==> config.mk <==
export PLATFORM = sky130hd
export DESIGN_NAME = csw_top
export DESIGN_NICKNAME = d
export VERILOG_FILES = /design/src/verilog/csw_pkg.sv /design/src/verilog/csw_timer.sv /design/src/verilog/csw_top.sv
export VERILOG_INCLUDE_DIRS = /design/src /design/src/verilog
export SDC_FILE = /design/constraint.sdc
export NUM_CORES = 1
export LEC_CHECK = 0
export BUFFER_PORTS_ARGS = -buffer_cell sky130_fd_sc_hd__buf_2
export CORE_AREA = 5 5 153 155
export DETAILED_ROUTE_END_ITERATION = 10
export DIE_AREA = 0 0 158 160
export MAX_ROUTING_LAYER = met4
export PLACE_DENSITY = 0.69
export SLEW_MARGIN = 20
export SYNTH_ARGS = -nofsm -noshare
export SYNTH_HDL_FRONTEND = slang
export SYNTH_HIERARCHICAL = 1
export SYNTH_SLANG_ARGS = --single-unit
==> constraint.sdc <==
create_clock -name clk_in -period 2.8 [get_ports clk_in]
set_clock_uncertainty 0.2 [all_clocks]
set_input_delay 0.14 -clock clk_in [delete_from_list [all_inputs] [get_ports clk_in]]
set_output_delay 0.14 -clock clk_in [all_outputs]
set_load 0.005 [all_outputs]
==> src/verilog/csw_defs.svh <==
/*
 * Constants of the cyclic sense and wake timer block: register offsets,
 * field positions, reset values and timing figures.
 * Assumes a 250 MHz system clock and an 8-bit register address.
 */
`ifndef CSW_DEFS_SVH
`define CSW_DEFS_SVH

// clock and timing
`define CSW_CLK_MHZ 250
`define CSW_TICK_NS 100000
`define CSW_FILT_NS 16000
`define CSW_FILT_CYC ((`CSW_FILT_NS * `CSW_CLK_MHZ + 999) / 1000)

// register offsets
`define CSW_OFS_TMR_A 8'h00
`define CSW_OFS_TMR_B 8'h04
`define CSW_OFS_HS 8'h08
`define CSW_OFS_WKC 8'h0C
`define CSW_OFS_STA 8'h10
`define CSW_OFS_STB 8'h14
`define CSW_OFS_LVL 8'h18
`define CSW_OFS_MODE 8'h1C

// field positions
`define CSW_TMR_PER_LSB 0
`define CSW_TMR_ON_LSB 4
`define CSW_WKC_TMR_LSB 0
`define CSW_WKC_SNS_LSB 2
`define CSW_WKC_SEL_LSB 5
`define CSW_STA_TMR_LSB 3
`define CSW_STB_SPI_BIT 0
`define CSW_STB_HS_LSB 1

// reset value of every control register
`define CSW_RST_REG 8'h00

// mode request codes
`define CSW_REQ_NORMAL 2'h0
`define CSW_REQ_STOP 2'h1
`define CSW_REQ_SLEEP 2'h2

// period lengths in 0.1 ms ticks
`define CSW_PER_10MS 15'h0064
`define CSW_PER_20MS 15'h00C8
`define CSW_PER_50MS 15'h01F4
`define CSW_PER_100MS 15'h03E8
`define CSW_PER_200MS 15'h07D0
`define CSW_PER_1S 15'h2710
`define CSW_PER_2S 15'h4E20

// on-time lengths in 0.1 ms ticks
`define CSW_ON_0P1MS 15'h0001
`define CSW_ON_0P3MS 15'h0003
`define CSW_ON_1MS 15'h000A
`define CSW_ON_10MS 15'h0064
`define CSW_ON_20MS 15'h00C8

`endif

==> src/verilog/csw_pkg.sv <==
/*
 * Types and decode functions of the cyclic sense and wake timer block.
 * Assumes csw_defs.svh is on the include path.
 */
package csw_pkg;
`include "csw_defs.svh"

	typedef enum logic [2:0] {
		CSW_NORMAL,
		CSW_STOP,
		CSW_SLEEP,
		CSW_RESTART,
		CSW_FAILSAFE
	} csw_mode_t;

	typedef struct packed {
		logic run;
		logic [14:0] cnt;
		logic on;
		logic on_end;
		logic wake;
	} csw_tmr_st_t;

	typedef struct packed {
		csw_mode_t mode;
		logic [15:0] tdiv;
		logic tick;
		logic [7:0] tmr_a;
		logic [7:0] tmr_b;
		logic [7:0] hs_ctrl;
		logic [7:0] wk_ctrl;
		logic [4:0] sta;
		logic [3:0] stb;
		logic [2:0] lvl;
		logic [1:0] ld;
		logic [2:0] fbusy;
		logic [2:0] fbad;
		logic [2:0] fval;
		logic [2:0] refv;
		logic [2:0] ref_lvl;
		logic [2:0][11:0] fcnt;
		logic [2:0] hs;
		logic int_b;
		logic rst_b;
		logic [15:0] rdata;
	} csw_st_t;

	function automatic logic [14:0] csw_per_ticks(input logic [2:0] sel);
		case (sel)
			3'h0: return `CSW_PER_10MS;
			3'h1: return `CSW_PER_20MS;
			3'h2: return `CSW_PER_50MS;
			3'h3: return `CSW_PER_100MS;
			3'h4: return `CSW_PER_200MS;
			3'h5: return `CSW_PER_1S;
			default: return `CSW_PER_2S;
		endcase
	endfunction : csw_per_ticks

	function automatic logic [14:0] csw_on_ticks(input logic [2:0] sel);
		case (sel)
			3'h1: return `CSW_ON_0P1MS;
			3'h2: return `CSW_ON_0P3MS;
			3'h3: return `CSW_ON_1MS;
			3'h4: return `CSW_ON_10MS;
			3'h5: return `CSW_ON_20MS;
			default: return 15'h0000;
		endcase
	endfunction : csw_on_ticks

	// codes 1..5 run the timer, 0 idles low, 6 and 7 idle high
	function automatic logic csw_on_run(input logic [2:0] sel);
		return sel >= 3'h1 && sel <= 3'h5;
	endfunction : csw_on_run

endpackage : csw_pkg

==> src/verilog/csw_timer.sv <==
/*
 * One periodic timer: period and on-time counted in 0.1 ms ticks.
 * Assumes tick_in is a one-cycle enable and load_in follows a write of
 * the settings, which are stable from that cycle on.
 */
`timescale 1ns/1ps
module csw_timer (
	// clock and reset
	input wire logic clk_in,
	input wire logic rst_b_in,
	// time base and settings
	input wire logic tick_in,
	input wire logic load_in,
	input wire logic [2:0] per_sel_in,
	input wire logic [2:0] on_sel_in,
	// timer state
	output logic on_out,
	output logic on_end_out,
	output logic wake_out,
	output logic run_out
);
	import csw_pkg::*;

	csw_tmr_st_t s;
	csw_tmr_st_t n;
	logic [14:0] per_t;
	logic [14:0] on_t;

	assign per_t = csw_per_ticks(per_sel_in);
	assign on_t = csw_on_ticks(on_sel_in);

	always_comb
	begin
		n = s;
		n.on_end = 1'b0;
		n.wake = 1'b0;
		if (load_in)
		begin
			// writing an on-time starts at once, without a wake pulse
			n.run = csw_on_run(on_sel_in);
			n.cnt = 15'h0000;
			n.on = csw_on_run(on_sel_in) || on_sel_in[2:1] == 2'b11;
		end
		else if (s.run && tick_in)
		begin
			n.cnt = s.cnt + 15'h0001;
			if (s.cnt == on_t - 15'h0001)
			begin
				n.on = 1'b0;
				n.on_end = 1'b1;
			end
			if (s.cnt == per_t - 15'h0001)
			begin
				n.cnt = 15'h0000;
				n.on = 1'b1;
				n.wake = 1'b1;
			end
		end
	end

	always_ff @(posedge clk_in or negedge rst_b_in)
	begin
		if (!rst_b_in)
			s <= '0;
		else
			s <= n;
	end

	assign on_out = s.on;
	assign on_end_out = s.on_end;
	assign wake_out = s.wake;
	assign run_out = s.run;
endmodule : csw_timer

==> src/verilog/csw_top.sv <==
/*
 * Cyclic sense and cyclic wake: two timers pulse the high-side switches,
 * wake inputs are sampled after each on-time through a 16 us filter, and
 * level changes set wake flags, raise the interrupt or leave sleep.
 * Assumes all inputs are synchronous to clk_in and one bus master.
 */
// Decided for this implementation: the strobed register port and the placing of the registers.
`timescale 1ns/1ps
`include "csw_defs.svh"
module csw_top #(
	parameter int unsigned TICK_CYC = (`CSW_TICK_NS * `CSW_CLK_MHZ) / 1000
) (
	// clock and reset
	input wire logic clk_in,
	input wire logic rst_b_in,
	// register port
	input wire logic [7:0] addr_in,
	input wire logic [15:0] wdata_in,
	input wire logic wr_in,
	input wire logic rd_in,
	output logic [15:0] rdata_out,
	// wake pins and switch faults
	input wire logic [2:0] wake_pin_in,
	input wire logic [2:0] hs_fault_in,
	input wire logic fail_safe_in,
	// switches, interrupt, mode
	output logic [2:0] highside_switch_out,
	output logic int_b_out,
	output logic reset_b_out,
	output csw_pkg::csw_mode_t mode_out
);
	import csw_pkg::*;

	localparam logic [11:0] FILT_LAST = 12'(`CSW_FILT_CYC - 1);
	localparam logic [15:0] TICK_LAST = 16'(TICK_CYC - 1);

	csw_st_t s;
	csw_st_t n;
	logic a_on;
	logic a_end;
	logic a_wake;
	logic b_on;
	logic b_end;
	logic b_wake;
	logic [2:0] pin_ev;
	logic [2:0] cyc_v;
	logic [1:0] tw;
	logic awake;

	// timers run on regardless of switch faults
	csw_timer u_tmr_a (
		.clk_in(clk_in),
		.rst_b_in(rst_b_in),
		.tick_in(s.tick),
		.load_in(s.ld[0]),
		.per_sel_in(s.tmr_a[`CSW_TMR_PER_LSB +: 3]),
		.on_sel_in(s.tmr_a[`CSW_TMR_ON_LSB +: 3]),
		.on_out(a_on),
		.on_end_out(a_end),
		.wake_out(a_wake),
		.run_out()
	);

	csw_timer u_tmr_b (
		.clk_in(clk_in),
		.rst_b_in(rst_b_in),
		.tick_in(s.tick),
		.load_in(s.ld[1]),
		.per_sel_in(s.tmr_b[`CSW_TMR_PER_LSB +: 3]),
		.on_sel_in(s.tmr_b[`CSW_TMR_ON_LSB +: 3]),
		.on_out(b_on),
		.on_end_out(b_end),
		.wake_out(b_wake),
		.run_out()
	);

	// too long on-time for the period
	function automatic logic bad_timing(input logic [7:0] v);
		logic [2:0] on_s;
		on_s = v[`CSW_TMR_ON_LSB +: 3];
		return csw_on_run(on_s) && csw_on_ticks(on_s) >
			csw_per_ticks(v[`CSW_TMR_PER_LSB +: 3]);
	endfunction : bad_timing

	always_comb
	begin
		logic ends;
		logic hsv;
		logic [4:0] clr_a;
		logic [3:0] clr_b;
		logic spi_bad;
		spi_bad = 1'b0;
		ends = 1'b0;
		hsv = 1'b0;
		clr_a = 5'h00;
		clr_b = 4'h0;
		n = s;
		pin_ev = 3'h0;
		cyc_v = 3'h0;
		n.ld = 2'h0;
		awake = s.mode == CSW_NORMAL || s.mode == CSW_STOP;

		// 0.1 ms time base
		n.tick = s.tdiv == TICK_LAST;
		n.tdiv = n.tick ? 16'h0000 : s.tdiv + 16'h0001;

		// register writes
		if (wr_in)
		begin
			case (addr_in)
				`CSW_OFS_TMR_A:
				begin
					n.tmr_a = wdata_in[7:0];
					n.ld[0] = 1'b1;
				end
				`CSW_OFS_TMR_B:
				begin
					n.tmr_b = wdata_in[7:0];
					n.ld[1] = 1'b1;
				end
				`CSW_OFS_HS: n.hs_ctrl = wdata_in[7:0];
				`CSW_OFS_WKC: n.wk_ctrl = wdata_in[7:0];
				`CSW_OFS_STA: clr_a = wdata_in[4:0];
				`CSW_OFS_STB: clr_b = wdata_in[3:0];
				default: ;
			endcase
		end
		if (wr_in && (addr_in == `CSW_OFS_TMR_A ||
			addr_in == `CSW_OFS_TMR_B) && bad_timing(wdata_in[7:0]))
			spi_bad = 1'b1;

		// wake pin sensing
		for (int i = 0; i < 3; i++)
		begin
			cyc_v[i] = s.wk_ctrl[`CSW_WKC_SNS_LSB + i] &&
				s.mode != CSW_FAILSAFE;
			ends = s.wk_ctrl[`CSW_WKC_SEL_LSB + i] ? b_end : a_end;
			if (cyc_v[i])
			begin
				if (ends)
				begin
					n.fbusy[i] = 1'b1;
					n.fbad[i] = 1'b0;
					n.fcnt[i] = 12'h000;
					n.fval[i] = wake_pin_in[i];
				end
				else if (s.fbusy[i])
				begin
					if (wake_pin_in[i] != s.fval[i])
						n.fbad[i] = 1'b1;
					if (s.fcnt[i] == FILT_LAST)
					begin
						n.fbusy[i] = 1'b0;
						if (!s.fbad[i] && wake_pin_in[i] == s.fval[i])
						begin
							n.lvl[i] = s.fval[i];
							n.ref_lvl[i] = s.fval[i];
							n.refv[i] = 1'b1;
							pin_ev[i] = s.refv[i] &&
								s.fval[i] != s.ref_lvl[i];
						end
					end
					else
						n.fcnt[i] = s.fcnt[i] + 12'h001;
				end
			end
			else
			begin
				// static sense: level must differ for the filter time
				n.fbusy[i] = 1'b0;
				n.refv[i] = 1'b0;
				if (wake_pin_in[i] == s.lvl[i])
					n.fcnt[i] = 12'h000;
				else if (s.fcnt[i] == FILT_LAST)
				begin
					n.lvl[i] = wake_pin_in[i];
					n.fcnt[i] = 12'h000;
					pin_ev[i] = 1'b1;
				end
				else
					n.fcnt[i] = s.fcnt[i] + 12'h001;
			end
		end

		// cyclic wake from the timers
		tw[0] = a_wake && s.wk_ctrl[`CSW_WKC_TMR_LSB] && awake;
		tw[1] = b_wake && s.wk_ctrl[`CSW_WKC_TMR_LSB + 1] && awake;

		// flags: a new event beats a clear in the same cycle
		n.sta = (s.sta & ~clr_a) | {tw, pin_ev};
		n.stb = (s.stb & ~clr_b) |
			{(s.mode != CSW_FAILSAFE && s.mode != CSW_RESTART) ?
			hs_fault_in : 3'h0, spi_bad};
		n.int_b = !(awake && (|pin_ev || |tw));

		// mode sequencing
		case (s.mode)
			CSW_NORMAL, CSW_STOP:
			begin
				if (wr_in && addr_in == `CSW_OFS_MODE)
				begin
					case (wdata_in[1:0])
						`CSW_REQ_NORMAL: n.mode = CSW_NORMAL;
						`CSW_REQ_STOP: n.mode = CSW_STOP;
						`CSW_REQ_SLEEP:
							n.mode = |s.sta ? CSW_RESTART
								: CSW_SLEEP;
						default: ;
					endcase
				end
			end
			CSW_SLEEP:
				if (|pin_ev || |s.sta)
					n.mode = CSW_RESTART;
			CSW_RESTART: n.mode = CSW_NORMAL;
			CSW_FAILSAFE:
				if (!fail_safe_in && |pin_ev)
					n.mode = CSW_RESTART;
			default: n.mode = CSW_NORMAL;
		endcase
		if (fail_safe_in)
			n.mode = CSW_FAILSAFE;
		n.rst_b = n.mode != CSW_RESTART;

		// switch drive: forced, or following a timer
		for (int i = 0; i < 3; i++)
		begin
			case (s.hs_ctrl[2 * i +: 2])
				2'h0: hsv = 1'b0;
				2'h1: hsv = 1'b1;
				2'h2: hsv = a_on;
				default: hsv = b_on;
			endcase
			n.hs[i] = hsv && s.mode != CSW_FAILSAFE &&
				!s.stb[`CSW_STB_HS_LSB + i];
		end

		// read data stands in the cycle after the strobe
		n.rdata = 16'h0000;
		if (rd_in)
		begin
			case (addr_in)
				`CSW_OFS_TMR_A: n.rdata = {8'h00, s.tmr_a};
				`CSW_OFS_TMR_B: n.rdata = {8'h00, s.tmr_b};
				`CSW_OFS_HS: n.rdata = {8'h00, s.hs_ctrl};
				`CSW_OFS_WKC: n.rdata = {8'h00, s.wk_ctrl};
				`CSW_OFS_STA: n.rdata = {11'h000, s.sta};
				`CSW_OFS_STB: n.rdata = {12'h000, s.stb};
				`CSW_OFS_LVL: n.rdata = {13'h0000, s.lvl};
				`CSW_OFS_MODE: n.rdata = {13'h0000, s.mode};
				default: n.rdata = 16'h0000;
			endcase
		end
	end

	always_ff @(posedge clk_in or negedge rst_b_in)
	begin
		if (!rst_b_in)
		begin
			s <= '0;
			s.mode <= CSW_NORMAL;
			s.tmr_a <= `CSW_RST_REG;
			s.tmr_b <= `CSW_RST_REG;
			s.hs_ctrl <= `CSW_RST_REG;
			s.wk_ctrl <= `CSW_RST_REG;
			s.int_b <= 1'b1;
			s.rst_b <= 1'b1;
		end
		else
			s <= n;
	end

	assign rdata_out = s.rdata;
	assign highside_switch_out = s.hs;
	assign int_b_out = s.int_b;
	assign reset_b_out = s.rst_b;
	assign mode_out = s.mode;
endmodule : csw_top

==> results.md <==
- The flow ran to the end, and the final reports show no timing, DRC or antenna violations.
- The first global-routing pass estimated roughly 43000 um of wire.
- Of all flip-flops after synthesis, the portion carrying an async set or reset was 1.000.
- TritonCTS built the clock tree.
- In this run the tightest slew margin relative to its limit is 0.4497.
- The ratio of cells with drive above 1 in the final layout is 0.1953.
- The actual transition at the worst max-transition pin is 0.8254 ns.
- For this design, the slowest cell found on the critical path is sky130_fd_sc_hd__dfrtp_1.
- The critical path is of the reg -> reg type.
- Across the run, the number of max-cap violations was 0.
- Summing all placed instances gives a cell area of 11300 um2.
- The count of mapped cells out of synthesis is 1160.
- The critical path starts at s[111].
- VDD sags by at most 0.3408 mV.
- The routed design has 25710 um of wire.
- The number of non-filler instances in the completed layout is approximately 1.5k.
- For this run, the leading register cell type out of synthesis is sky130_fd_sc_hd__dfrtp_1.
- For this run, the register share of the synthesized area comes to 0.3904.
- During synthesis, Yosys emitted a total of 6 warnings.
- In this run, distinct cell masters in the synthesized netlist total around 110.
- After the last flow step, the layout net total stands at 1295.
- The signal on the critical path passes through or4b_1 -> a21oi_1 -> o2111ai_2 -> nor3_4 -> a21oi_4 -> buf_4 -> a22o_1.
- Dividing the detail-routed wire length by the instance count gives 16.87 um.
- For this block, the initial DRC count from the detailed router was 698.
- The critical path launch point type is a flop.
- The final-layout setup total negative slack is 0 ns.
- The half-perimeter wire length after detailed placement is 18040 um.
- The clock-pin slew reported for the worst setup and hold paths after clock tree synthesis is ~0.070 ns.
- Of the available clock period, the critical path in the final layout requires 0.9535.
- The critical path's largest stage delay is 0.58 ns.
- The largest fanout of any net on the critical path is 16.
- The share of Yosys cell area claimed by the top area cell type is 0.3856.
- After floorplanning, the core was divided into 54 placement rows.
- Summing over every cut layer, the via total after detailed routing is 8808.
- The hold path startpoint is addr_in[6].
- The final cell area excluding filler cells is 12220 um2.
- The area growth from synthesis to layout is 13.45%.
- Measured along the x axis, the die boundary spans 158 um.
- Derived from the worst setup path, the maximum achievable clock frequency is 374.6 MHz.
- The maximum level of the CTS H-tree is 4.
- In this run the deepest clock path goes through 2 buffers.
- The utilization after layout is 0.5636.
- In this run the count of I/O pins placed on the die edge is between 50 and 60.
- The flop and latch count out of synthesis is 168.
- The final-report hold violation count is 0.
- In this run, placement finished with an instance count of 1467.
- The total overflow reported by the global router is 0.
- The number of clock buffers inserted by TritonCTS is 17.
- The combined area of all synthesized cells is roughly 11000 um2.
- For this run, the total global-route usage over all layers was measured as 0.2105.
- The number of diodes is 0.
- The synthesized design contains 0 enable-type register cells.
- A synthesized cell averages 9.288 um2.
- Yosys attributes the largest share of cell area to sky130_fd_sc_hd__dfrtp_1, sky130_fd_sc_hd__mux2_2, sky130_fd_sc_hd__nand2_1.
- Setup repair after global routing could not meet its margin everywhere.
- The post-route total power is 5.578 mW.
- In this run the tool buffered the top-level ports with 42 buffer cells.
- The count of endpoints failing setup in the final report is 0.
- The first detailed-routing pass took 5 iterations.
- The core area is 21690 um2.
- The largest area contributor in the synthesized netlist is sky130_fd_sc_hd__dfrtp_1.
- The buffer type at the clock tree root is sky130_fd_sc_hd__clkbuf_16.
- In this run the static leakage power is between 5 and 6 nW.
- The worst register-to-register path begins at s[111].
- The initial antenna violation count is 0.
- The data required time of the worst path is ~3 ns.
- The class of the most critical hold timing path is in -> reg.
- Subtracting the final worst setup slack from the clock period gives 2.670 ns.
- Fill cells in the final layout number approximately 1.9k.
- The total die area is 25280 um2.
- The die outline height is about 160 um.
- The max-slew violation count is 0.
- The worst setup path is captured at a flop.
- At the later pin of the worst-skew pair, clock insertion delay measures around 0.43 ns.
- The detail route stage leaves a number of antenna-violating nets equal to 0.
- Entering global routing, the biggest net connects 72 pins.
- The clock sink count is 168.
- In the routed layout, each cell is associated on average with a via count of 5.780.
- In this run the power density over the cells is 456.4 nW/um2.
- The initial cell density of the core is 0.4968.
- The routability congestion estimate is 0.9063.
- The via count of the first global-routing pass is around 8.5k.
- At the worst endpoint, the arrival time is 2.79 ns.
- The number of design rule violations left after detail routing is 0.
==> report_power, final <==
group,switching [mW],leakage (nW),internal (mW)
Combinational,0.318,2.77,0.252
Sequential,0.0498,2.28,2.47
Clock,1.04,0.304,1.45
==> sequential cells by signal, indices dropped and copies added, names as in the netlist, 3 cells and up <==
name	count
s	114
rdata_out	8
highside_switch_out	3
u_tmr_a/s	15
u_tmr_b/s	15
mode_out	3
==> timing repair <==
| item | 4_1_cts | 5_1_grt |
|---|---|---|
| hold endpoints to repair | 118 | 0 |
| setup endpoints to repair | 7 | 25 |
| pin swaps | 0 | 7 |
| hold buffers | 20 | 0 |
| gates resized for setup | 1 | 13 |
| cloned | 0 | 1 |
| buffers inserted | 0 | 4 |
==> worst paths after layout <==
path / to / slack, ns / cells past startpoint
worst min register to register: s[119] / 0.26 / 1
min in group asynchronous: u_tmr_a/s[6] / 0.10 / 2
worst max-delay path: u_tmr_a/s[4] / 0.13 / 7
max in group asynchronous: s[105] / 1.45 / 3
worst max register to register: u_tmr_a/s[4] / 0.13 / 7
worst min-delay path: rdata_out[6] / 0.02 / 4
==> critical path: cells and delay by family, from the launching register on <==
family / cells / cell delay, ns
flip-flops: 1 / 0.58
AND/OR/NAND/NOR: 2 / 0.83
AO/OA/AOI/OAI: 4 / 0.77
buffers and inverters: 1 / 0.18
==> Yosys cell counts (4+ instances only) <==
cell type and instances:
sky130_fd_sc_hd__mux4_2 4, sky130_fd_sc_hd__nor4_1 8, sky130_fd_sc_hd__inv_1 34, sky130_fd_sc_hd__xor2_1 34, sky130_fd_sc_hd__mux2i_1 12, sky130_fd_sc_hd__buf_4 29
sky130_fd_sc_hd__and2_1 5, sky130_fd_sc_hd__clkbuf_1 23, sky130_fd_sc_hd__and3_1 19, sky130_fd_sc_hd__a21o_1 8, sky130_fd_sc_hd__dfrtp_1 166, sky130_fd_sc_hd__nand3_1 56
sky130_fd_sc_hd__nor3_1 31, sky130_fd_sc_hd__and4_1 6, sky130_fd_sc_hd__nand2_1 106, sky130_fd_sc_hd__o21ai_1 5, sky130_fd_sc_hd__o311ai_0 5, sky130_fd_sc_hd__nand4_1 17
sky130_fd_sc_hd__buf_2 13, sky130_fd_sc_hd__a31oi_1 18, sky130_fd_sc_hd__xnor2_1 34, sky130_fd_sc_hd__nor2b_1 23, sky130_fd_sc_hd__a22o_1 16, sky130_fd_sc_hd__mux2_2 48
sky130_fd_sc_hd__nand4b_1 5, sky130_fd_sc_hd__or3_1 12, sky130_fd_sc_hd__o21ai_0 69, sky130_fd_sc_hd__nand2b_1 23, sky130_fd_sc_hd__a21oi_2 5, sky130_fd_sc_hd__buf_6 8
sky130_fd_sc_hd__or4_1 7, sky130_fd_sc_hd__a21oi_1 54, sky130_fd_sc_hd__ha_1 29, sky130_fd_sc_hd__o21a_1 6, sky130_fd_sc_hd__o31ai_1 8, sky130_fd_sc_hd__nand3b_1 8
sky130_fd_sc_hd__or2_2 6, sky130_fd_sc_hd__nor2_1 96, sky130_fd_sc_hd__a211oi_1 4
==> area by class of cell <==
class	count	area, um2	share of cell area
Timing Repair Buffer	123	887.1	0.07258
Inverter	34	127.6	0.01044
Clock inverter	14	183.9	0.01505
Tap cell	280	350.3	0.02866
Multi-Input combinational cell	887	6028	0.4932
Sequential cell	168	4207	0.3441
Clock buffer	18	439.2	0.03593
==> layer usage <==
layer / global-route usage / wire, um / vias up
li1: - / - / 4299
met1: 0.2877 / 11690 / 4316
met2: 0.3266 / 12530 / 161
met3: 0.03491 / 1063 / 32
met4: 0.05622 / 425 / 0
met5: - / 0 / -
==> per-stage QoR <==
stage | worst slack (ns) | hold slack [ns]
after floorplan | 0.1040 | -0.3556
after global placement | 0.007065 | 0.01164
after detailed placement | -0.03854 | 0.01811
after CTS | 0.04746 | 0.001830
after global routing | -0.04638 | 0.03018
final | 0.1302 | 0.01506
==> cells by family (layout without fill, tap and decap cells) <==
family / after synthesis / in the layout / share of synthesized area
mux: 65 / 65 / 0.07177
simple gates: 467 / 467 / 0.2341
fa+ha+maj: 29 / 29 / 0.03368
compound gates: 249 / 250 / 0.1557
xor+xnor: 68 / 68 / 0.05528
other cells: 1 / 8 / 0.0003481
buf+inv: 113 / 189 / 0.05865
flops: 168 / 168 / 0.3904
==> placed cells by master, fill, tap and decap left out, types with 16 or more instances in the layout <==
master and n:
sky130_fd_sc_hd__mux2_2 48, sky130_fd_sc_hd__and3_1 19, sky130_fd_sc_hd__buf_2 41, sky130_fd_sc_hd__xor2_1 34
sky130_fd_sc_hd__o21ai_0 68, sky130_fd_sc_hd__nor2_1 96, sky130_fd_sc_hd__a22o_1 16, sky130_fd_sc_hd__buf_4 60
sky130_fd_sc_hd__nand4_1 17, sky130_fd_sc_hd__nand3_1 56, sky130_fd_sc_hd__clkbuf_16 17, sky130_fd_sc_hd__dlygate4sd3_1 20
sky130_fd_sc_hd__dfrtp_1 166, sky130_fd_sc_hd__nand2b_1 23, sky130_fd_sc_hd__xnor2_1 34, sky130_fd_sc_hd__inv_1 34
sky130_fd_sc_hd__nor3_1 30, sky130_fd_sc_hd__a31oi_1 18, sky130_fd_sc_hd__nand2_1 106, sky130_fd_sc_hd__ha_1 28
sky130_fd_sc_hd__a21oi_1 53, sky130_fd_sc_hd__nor2b_1 23
Power figures use the tool's default switching activity.
